### config.mk
export PLATFORM = sky130hd
export DESIGN_NAME = cwd_config_word_decoder
export DESIGN_NICKNAME = d
export VERILOG_FILES = /design/src/core/cwd_pkg.sv /design/src/core/cwd_cfg_mem.sv /design/src/core/cwd_config_word_decoder.sv
export SDC_FILE = /design/constraint.sdc
export NUM_CORES = 1
export LEC_CHECK = 0
export BUFFER_PORTS_ARGS = -buffer_cell sky130_fd_sc_hd__buf_2
export CORE_MARGIN = 3
export CORE_UTILIZATION = 60
export DETAILED_ROUTE_END_ITERATION = 6
export PLACE_DENSITY = 0.95
export SYNTH_ARGS = -nofsm -noshare
export SYNTH_HDL_FRONTEND = slang
export SYNTH_SLANG_ARGS = --single-unit
### constraint.sdc
create_clock -name sys_clk -period 6.3 [get_ports sys_clk]
set_input_delay 0.63 -clock sys_clk [delete_from_list [all_inputs] [get_ports sys_clk]]
set_output_delay 0.63 -clock sys_clk [all_outputs]
set_load 0.05 [all_outputs]
### src/core/cwd_pkg.sv
package cwd_pkg;
    localparam logic [13:0] CWD_CFG_ADDR = 14'h2007;
    localparam logic [13:0] CWD_TEST_LO = 14'h2000;
    localparam logic [13:0] CWD_TEST_HI = 14'h3fff;
    localparam logic [13:0] CWD_ERASED = 14'h3fff;
    localparam int CWD_OSC_LSB = 0;
    localparam int CWD_WDT_POS = 2;
    localparam int CWD_POWER_UP_DELAY_TIMER_POS = 3;
    localparam int CWD_CP_LSB = 4;
    localparam int CWD_BOR_POS = 6;
    localparam int CLK_MHZ = 250;
    localparam int POWER_UP_DELAY_TIMER_MS = 72;
    localparam int POWER_UP_DELAY_TIMER_CYC = POWER_UP_DELAY_TIMER_MS * 1000 * CLK_MHZ;
    localparam int OST_CYC = 1024;
    localparam int WDT_CYC = 4096;
    typedef enum logic [1:0] {
        CWD_OSC_LP = 2'b00,
        CWD_OSC_XT = 2'b01,
        CWD_OSC_HS = 2'b10,
        CWD_OSC_RC = 2'b11
    } cwd_osc_t;
    typedef enum logic [1:0] {
        CWD_CP_ALL = 2'b00,
        CWD_CP_Q3 = 2'b01,
        CWD_CP_HALF = 2'b10,
        CWD_CP_OFF = 2'b11
    } cwd_cp_t;
    typedef struct packed {
        cwd_cp_t code_protect_select;
        logic brownout_reset_enable;
        logic power_delay_timer_enable;
        logic watchdog_enable_bit;
        cwd_osc_t oscillator_mode_select;
    } cwd_cfg_t;
    typedef enum logic [1:0] {
        CWD_ST_POR = 2'b00,
        CWD_ST_POWER_UP_DELAY_TIMER = 2'b01,
        CWD_ST_OST = 2'b10,
        CWD_ST_RUN = 2'b11
    } cwd_st_t;
endpackage : cwd_pkg

### src/core/cwd_cfg_mem.sv
`timescale 1ns/1ps
module cwd_cfg_mem import cwd_pkg::*; (
    input wire logic sys_clk, // clock
    input wire logic rst_b, // async reset
    input wire logic ce, // clock enable
    input wire logic wr_en, // program pulse
    input wire logic [13:0] wr_data, // word to program
    output logic [13:0] rd_data // stored word
);
    logic [13:0] word_q;
    // programming can only clear bits; erased reads all ones
    always_ff @(posedge sys_clk or negedge rst_b) begin
        if (!rst_b) begin
            word_q <= CWD_ERASED;
        end else if (ce && wr_en) begin
            word_q <= word_q & wr_data;
        end
    end
    assign rd_data = word_q;
endmodule : cwd_cfg_mem

### src/core/cwd_config_word_decoder.sv
`timescale 1ns/1ps
module cwd_config_word_decoder import cwd_pkg::*; #(
    parameter int POWER_UP_DELAY_TIMER_CYCLES = POWER_UP_DELAY_TIMER_CYC
) (
    input wire logic sys_clk, // clock
    input wire logic rst_b, // async reset, active low
    input wire logic ce, // clock enable
    input wire logic power_on, // reset is a power-on reset
    input wire logic prog_mode, // programming mode pin
    input wire logic prog_wr, // program strobe
    input wire logic [13:0] prog_addr, // programming address
    input wire logic [13:0] prog_wdata, // programming data
    input wire logic osc_stable, // crystal oscillator running, async
    input wire logic wdt_rc_tick, // watchdog rc oscillator, async
    input wire logic wdt_clear, // clear watchdog instruction
    input wire logic sleep_req, // sleep instruction
    input wire logic ext_reset, // external reset request, async
    input wire logic irq_pending, // interrupt pending
    output logic [13:0] prog_rdata, // programming read data
    output cwd_cfg_t cfg_q, // decoded settings
    output logic core_reset_q, // core held in reset
    output logic sleeping_q, // sleep state
    output logic wdt_timeout_q, // watchdog timeout pulse
    output logic [1:0] protect_q // protection level code, 0 off to 3 all
);
    logic [13:0] word;
    logic cfg_hit;
    logic [2:0] osc_s_q, rc_s_q, ext_s_q;
    logic osc_ok_q, rc_lvl_q, ext_lvl_q, rc_prev_q;
    logic por_q;
    cwd_st_t st_q;
    logic [31:0] cnt_q;
    logic [12:0] wdt_cnt_q;
    logic rc_edge, wdt_fire;

    function automatic logic in_test(input logic [13:0] a);
        in_test = (a >= CWD_TEST_LO) && (a <= CWD_TEST_HI);
    endfunction : in_test

    assign cfg_hit = prog_mode && prog_wr && (prog_addr == CWD_CFG_ADDR);

    cwd_cfg_mem u_mem (
        .sys_clk(sys_clk),
        .rst_b(rst_b),
        .ce(ce),
        .wr_en(cfg_hit),
        .wr_data(prog_wdata),
        .rd_data(word)
    );

    always_ff @(posedge sys_clk or negedge rst_b) begin
        if (!rst_b) begin
            prog_rdata <= 14'h0000;
        end else if (ce) begin
            if (prog_mode && in_test(prog_addr) && prog_addr == CWD_CFG_ADDR) begin
                prog_rdata <= word;
            end else begin
                prog_rdata <= 14'h0000;
            end
        end
    end

    always_ff @(posedge sys_clk or negedge rst_b) begin
        if (!rst_b) begin
            osc_s_q <= 3'h0;
            rc_s_q <= 3'h0;
            ext_s_q <= 3'h0;
            osc_ok_q <= 1'b0;
            rc_lvl_q <= 1'b0;
            ext_lvl_q <= 1'b0;
            rc_prev_q <= 1'b0;
        end else if (ce) begin
            osc_s_q <= {osc_s_q[1:0], osc_stable};
            rc_s_q <= {rc_s_q[1:0], wdt_rc_tick};
            ext_s_q <= {ext_s_q[1:0], ext_reset};
            if (osc_s_q[1] == osc_s_q[2]) osc_ok_q <= osc_s_q[2];
            if (rc_s_q[1] == rc_s_q[2]) rc_lvl_q <= rc_s_q[2];
            if (ext_s_q[1] == ext_s_q[2]) ext_lvl_q <= ext_s_q[2];
            rc_prev_q <= rc_lvl_q;
        end
    end
    assign rc_edge = rc_lvl_q && !rc_prev_q;

    // decoded word straight from the stored bits, not from any run-time control
    always_ff @(posedge sys_clk or negedge rst_b) begin
        if (!rst_b) begin
            cfg_q <= cwd_cfg_t'(7'h7f);
            protect_q <= 2'h0;
        end else if (ce) begin
            cfg_q.oscillator_mode_select <= cwd_osc_t'(word[CWD_OSC_LSB +: 2]);
            cfg_q.watchdog_enable_bit <= word[CWD_WDT_POS];
            cfg_q.power_delay_timer_enable <= word[CWD_POWER_UP_DELAY_TIMER_POS];
            cfg_q.brownout_reset_enable <= word[CWD_BOR_POS];
            cfg_q.code_protect_select <= cwd_cp_t'(word[CWD_CP_LSB +: 2]);
            case (cwd_cp_t'(word[CWD_CP_LSB +: 2]))
                CWD_CP_OFF: protect_q <= 2'h0;
                CWD_CP_HALF: protect_q <= 2'h1;
                CWD_CP_Q3: protect_q <= 2'h2;
                default: protect_q <= 2'h3;
            endcase
        end
    end

    // start-up sequencer
    always_ff @(posedge sys_clk or negedge rst_b) begin
        if (!rst_b) begin
            st_q <= CWD_ST_POR;
            cnt_q <= 32'h0;
            por_q <= 1'b0;
            core_reset_q <= 1'b1;
        end else if (ce) begin
            if (ext_lvl_q || wdt_fire) begin
                st_q <= CWD_ST_OST;
                cnt_q <= 32'h0;
                core_reset_q <= 1'b1;
            end else begin
                case (st_q)
                    CWD_ST_POR: begin
                        por_q <= power_on;
                        cnt_q <= 32'h0;
                        // power-up delay only for power-on reset
                        if (power_on && word[CWD_POWER_UP_DELAY_TIMER_POS]) st_q <= CWD_ST_POWER_UP_DELAY_TIMER;
                        else st_q <= CWD_ST_OST;
                    end
                    CWD_ST_POWER_UP_DELAY_TIMER: begin
                        if (cnt_q >= 32'(POWER_UP_DELAY_TIMER_CYCLES - 1)) begin
                            st_q <= CWD_ST_OST;
                            cnt_q <= 32'h0;
                        end else begin
                            cnt_q <= cnt_q + 32'h1;
                        end
                    end
                    CWD_ST_OST: begin
                        if (!osc_ok_q) begin
                            cnt_q <= 32'h0;
                        end else if (cnt_q >= 32'(OST_CYC - 1)) begin
                            st_q <= CWD_ST_RUN;
                            core_reset_q <= 1'b0;
                        end else begin
                            cnt_q <= cnt_q + 32'h1;
                        end
                    end
                    default: core_reset_q <= 1'b0;
                endcase
            end
        end
    end

    assign wdt_fire = word[CWD_WDT_POS] && rc_edge && wdt_cnt_q == 13'(WDT_CYC - 1);

    always_ff @(posedge sys_clk or negedge rst_b) begin
        if (!rst_b) begin
            wdt_cnt_q <= 13'h0;
            wdt_timeout_q <= 1'b0;
        end else if (ce) begin
            wdt_timeout_q <= wdt_fire;
            if (!word[CWD_WDT_POS] || wdt_clear || wdt_fire) begin
                wdt_cnt_q <= 13'h0;
            end else if (rc_edge) begin
                wdt_cnt_q <= wdt_cnt_q + 13'h1;
            end
        end
    end

    always_ff @(posedge sys_clk or negedge rst_b) begin
        if (!rst_b) begin
            sleeping_q <= 1'b0;
        end else if (ce) begin
            if (ext_lvl_q || wdt_fire || irq_pending) begin
                sleeping_q <= 1'b0;
            end else if (sleep_req && st_q == CWD_ST_RUN) begin
                sleeping_q <= 1'b1;
            end
        end
    end

    wake_src_a: assert property (@(posedge sys_clk) disable iff (!rst_b)
        ce && sleeping_q && irq_pending |=> !sleeping_q) else $error("sleep not left");
    wdt_off_a: assert property (@(posedge sys_clk) disable iff (!rst_b)
        ce && !word[CWD_WDT_POS] |=> wdt_cnt_q == 13'h0) else $error("watchdog ran disabled");
    reset_hold_a: assert property (@(posedge sys_clk) disable iff (!rst_b)
        st_q != CWD_ST_RUN |-> core_reset_q) else $error("reset released early");
    osc_map_a: assert property (@(posedge sys_clk) disable iff (!rst_b)
        ce |=> cfg_q.oscillator_mode_select == $past(word[1:0])) else $error("osc decode");
    prot_all_a: assert property (@(posedge sys_clk) disable iff (!rst_b)
        ce && word[5:4] == 2'b00 |=> protect_q == 2'h3) else $error("protect decode");
    prog_only_a: assert property (@(posedge sys_clk) disable iff (!rst_b)
        ce && !prog_mode |=> prog_rdata == 14'h0000) else $error("config read outside");
    power_up_delay_timer_skip_a: assert property (@(posedge sys_clk) disable iff (!rst_b)
        ce && st_q == CWD_ST_POR && !power_on && !ext_lvl_q && !wdt_fire
        |=> st_q == CWD_ST_OST) else $error("delay on non-power-up");
    erase_one_a: assert property (@(posedge sys_clk) disable iff (!rst_b)
        ce && cfg_hit |=> (word & ~$past(word)) == 14'h0000) else $error("bit set");
endmodule : cwd_config_word_decoder

==> impl_metrics.prom <==
# TYPE chip_impl_metric gauge
chip_impl_metric{name="switching_power",unit="uW"} 431
chip_impl_metric{name="power.density_cell_area",unit="nW/um2"} 254
chip_impl_metric{name="worst-path-buf-inv",unit=""} 3
chip_impl_metric{name="max_clock_freq",unit="GHz"} 0.314
chip_impl_metric{name="final_layout_size_suffix_gt1_share",unit="%"} 27.3
chip_impl_metric{name="synth.lib_cells_used.distinct",unit=""} 62
chip_impl_metric{name="synth_seq_cells",unit=""} 100
chip_impl_info{name="min-delay-path-class",value="in2async"} 1
chip_impl_metric{name="syn_area",unit="um2"} 4740
chip_impl_metric{name="maxCapViolations",unit=""} 0
chip_impl_metric{name="chipHeight",unit="um"} 94.9
chip_impl_metric{name="ant_nets",unit=""} 0
chip_impl_metric{name="floorplan.initialDensity",unit="%"} 63.6
chip_impl_metric{name="fill_cells",unit=""} 504
chip_impl_info{name="start_kind",value="primary input"} 1
chip_impl_metric{name="detail_route.iter0.violations",unit=""} 319
chip_impl_metric{name="wire_length_of_the_first_global_routing_pass",unit="um"} 18200
chip_impl_metric{name="synth.net_count",unit=""} 490
chip_impl_metric{name="area_growth",unit="%"} 11.8
chip_impl_metric{name="dp_hpwl",unit="um"} 7220
chip_impl_metric{name="clock_latency",unit="ns"} 0.37
chip_impl_metric{name="routed_wirelength",unit="um"} 10600
chip_impl_metric{name="finalSetupViolations",unit=""} 0
chip_impl_metric{name="cellLeakagePower",unit="nW"} 2.34
chip_impl_metric{name="cpPeakStageDelay",unit="ns"} 0.75
chip_impl_metric{name="cp.required",unit="ns"} 6.60
chip_impl_metric{name="drc",unit=""} 0
chip_impl_metric{name="via_count_of_the_first_global_routing_pass",unit=""} 3983
chip_impl_info{name="critical_path.slowest_cell",value="clkinv_1"} 1
chip_impl_metric{name="synthDominantCellAreaShare",unit="%"} 41.2
chip_impl_info{name="synthDominantAreaCellType",value="dfrtp_1"} 1
chip_impl_metric{name="finalWorstPathRequiredPeriod",unit="ns"} 3.18
chip_impl_metric{name="power_frac_seq",unit="%"} 52.5
chip_impl_info{name="synthMostInstantiatedCell",value="dfrtp_1"} 1
chip_impl_metric{name="final.setup_skew",unit="ns"} 0.0189
chip_impl_metric{name="post_drt_via_cell_ratio",unit=""} 6.38
chip_impl_metric{name="postSynthCellCount",unit=""} 444
chip_impl_info{name="cp_cell_sequence",value="buf_2 > clkinv_1 > nor4_1 > nand4_1 > nor3_1 > buf_4 > nand2_1 > o21a_1"} 1
chip_impl_metric{name="cts_max_level",unit=""} 3
chip_impl_metric{name="slew_headroom",unit="%"} 38.3
chip_impl_metric{name="final_min_period_over_clock_period",unit="%"} 50.5
chip_impl_metric{name="floorplan.core_area",unit="um2"} 7450
chip_impl_metric{name="holdBufCountCts",unit=""} 0
chip_impl_metric{name="number_of_flops_mapped_to_enable_cells_by_yosys",unit=""} 0
chip_impl_metric{name="ys_seq_area_share",unit="%"} 53.4
chip_impl_metric{name="design.die.area",unit="um2"} 9000
chip_impl_info{name="synth-main-ff-cell",value="dfrtp_1"} 1
chip_impl_metric{name="yosys_warnings",unit=""} 0
chip_impl_metric{name="global_route.overflow_total",unit=""} 0
chip_impl_info{name="post_synth_most_frequent_cells",value="dfrtp_1, nand2_1, nor2_1, nand3_1"} 1
chip_impl_metric{name="final-max-slew-violation-count",unit=""} 0
chip_impl_metric{name="final-instance-count-excl-fill",unit=""} 608
chip_impl_metric{name="floorplan.io_pins",unit=""} 66
chip_impl_metric{name="grt_start_max_net_pins",unit=""} 73
chip_impl_metric{name="initial_antenna_violation_count",unit=""} 0
chip_impl_info{name="netlist_top_cells_area",value="dfrtp_1, dfstp_2, nand2_1, mux2_2, a22o_1"} 1
chip_impl_info{name="end_kind",value="register"} 1
chip_impl_metric{name="wl_per_cell",unit="um"} 17.5
chip_impl_metric{name="clkTransAtPathRegs",unit="ns"} 0.10
chip_impl_metric{name="swShare",unit="%"} 32.0
chip_impl_metric{name="worstPathArrival",unit="ns"} 3.49
chip_impl_metric{name="clock_share_of_power",unit="%"} 28.6
chip_impl_metric{name="critical_path_peak_fanout",unit=""} 29
chip_impl_metric{name="fp.dieW",unit="um"} 94.9
chip_impl_metric{name="cts_buffers",unit=""} 9
chip_impl_info{name="status",value="finished clean"} 1
chip_impl_metric{name="synthArstFlopShare",unit="%"} 100
chip_impl_info{name="clock_tree_from_tritoncts",value="yes"} 1
chip_impl_metric{name="cell_int_power",unit="uW"} 916
chip_impl_info{name="unrepaired_setup_endpoints_after_global_routing",value="false"} 1
chip_impl_metric{name="drt_first_pass_iters",unit=""} 5
chip_impl_metric{name="insertedDiodeCount",unit=""} 0
chip_impl_metric{name="cts_buffer_depth",unit=""} 2
chip_impl_metric{name="post_cts_resized",unit=""} 0
chip_impl_metric{name="vdd_ir_drop_max",unit="uV"} 130
chip_impl_metric{name="count_of_vias_placed_by_the_detailed_router",unit=""} 3879
chip_impl_metric{name="setup_tns",unit="ns"} 0
chip_impl_metric{name="post_cts.repair.setup_buffers",unit=""} 0
chip_impl_info{name="kind_of_cell_adding_the_most_delay_to_the_critical_path",value="buffers and inverters"} 1
chip_impl_info{name="worst-setup-path-type",value="in2reg"} 1
chip_impl_metric{name="hold_viol",unit=""} 0
chip_impl_metric{name="nNetsFinal",unit=""} 550
chip_impl_metric{name="post_synth.cell_area_avg",unit="um2"} 10.7
chip_impl_info{name="root_buffer",value="clkbuf_8"} 1
chip_impl_metric{name="max_slew.worst_pin.slew",unit="ns"} 0.919
chip_impl_metric{name="clkSinkCount",unit=""} 100
chip_impl_metric{name="routabilityCongestion",unit=""} 0.848
chip_impl_metric{name="rows",unit=""} 31
chip_impl_metric{name="total_power",unit="mW"} 1.35
chip_impl_metric{name="gr-usage-all-layers",unit="%"} 25.8
chip_impl_metric{name="power_frac_comb",unit="%"} 18.9
chip_impl_metric{name="placement.io_buffers",unit=""} 65
chip_impl_metric{name="post-place-cells",unit=""} 592
area by class of cell:
| cell class | count | area (um2) | area share, % |
|---|---|---|---|
| sequential | 100 | 2530 | 47.8 |
| multi-input combinational | 307 | 2040 | 38.6 |
| tap | 99 | 124 | 2.34 |
| clock inverter | 6 | 51.3 | 0.968 |
| inverter | 17 | 63.8 | 1.20 |
| timing repair buffer | 69 | 358 | 6.75 |
| clock buffer | 10 | 128 | 2.41 |
power groups by stage:
stage / combinational [mW] / clock [mW] / sequential (mW)
final: 0.255 / 0.385 / 0.707
after global routing: 0.276 / 0.416 / 0.714
after CTS: 0.251 / 0.389 / 0.706
after detailed placement: 0.247 / 0 / 0.718
after global placement: 0.235 / 0 / 0.716
after floorplan: 0.157 / 0 / 0.731
cell families after synthesis:
family	count (synthesis)	synth area share, %
xor gates and xnor gates	6	1.11
muxes	15	3.57
buffers and inverters	37	3.62
adders and majority gates	6	1.58
and+or+nand+nor	164	18.7
DFF	100	53.4
AOI/OAI and AO/OA	116	18.0
worst paths after layout:
check / startpoint / endpoint / slack, ns / depth (start not counted)
max: ce / u_mem.rd_data[6] / 3.12 / 8
min: rst_b / protect_q[1] / 0.16 / 1
max reg2reg: u_mem.rd_data[2] / cnt_q[8] / 3.42 / 6
min reg2reg: u_mem.rd_data[12] / u_mem.rd_data[12] / 0.46 / 1
max in group asynchronous: rst_b / cnt_q[30] / 4.95 / 2
min in group sys_clk: u_mem.rd_data[12] / u_mem.rd_data[12] / 0.46 / 1
metal layers:
metal | vias to the layer above | global-route usage [%] | share of wire (%) | wire length, um
met3 | 50 | 6.37 | 6.3 | 664
met5 | - | 0 | 0 | 0
li1 | 1767 | - | - | -
met4 | 0 | 11.1 | 3.5 | 367
met2 | 177 | 43.0 | 49 | 5230
met1 | 1885 | 32.0 | 41 | 4350
registers in the layout, indices dropped and copies added (netlist names), 2 cells and up:
register       count
cfg_q              7
cnt_q             32
ext_s_q            3
osc_s_q            3
prog_rdata        14
protect_q          2
rc_s_q             3
st_q               2
u_mem.rd_data     14
wdt_cnt_q         13
through the flow:
step / cell area (um2) / hold WS (ns) / utilization, % / worst slack (ns)
after floorplan: 4740 / 0.334 / - / 4.06
after global placement: 5120 / 0.444 / 68.7 / 2.99
after detailed placement: 5120 / 0.450 / 68.7 / 2.84
after CTS: 5300 / 0.160 / 71.1 / 3.19
after global routing: 5300 / 0.170 / 71.1 / 2.89
final: 5300 / 0.163 / 71.1 / 3.12
placed cells by master, fill, tap and decap left out, types with 2 or more instances in the layout:
cell       instances
a211oi_1           2
a21boi_0           2
a21oi_1           11
a22o_1            15
a2bb2oi_1          9
a31oi_1            3
and2_1             3
and3_1             4
buf_2             64
buf_4              5
clkbuf_8           9
dfrtp_1           78
dfstp_2           22
ha_1               6
inv_1             16
inv_6              4
mux2_2            15
nand2_1           47
nand3_1           25
nand4_1           12
nand4b_1           2
nor2_1            26
nor2b_1            7
nor3_1             7
nor4_1             7
o21a_1            15
o21ai_0           22
o21ai_1            3
o21bai_1           2
o311ai_1           8
o31ai_1            8
o31ai_2            3
o41ai_1            2
or2_2              2
or3_1              4
or4_1              5
xnor2_1            2
xor2_1             4
Note: power is estimated with default switching activity, not from simulation.
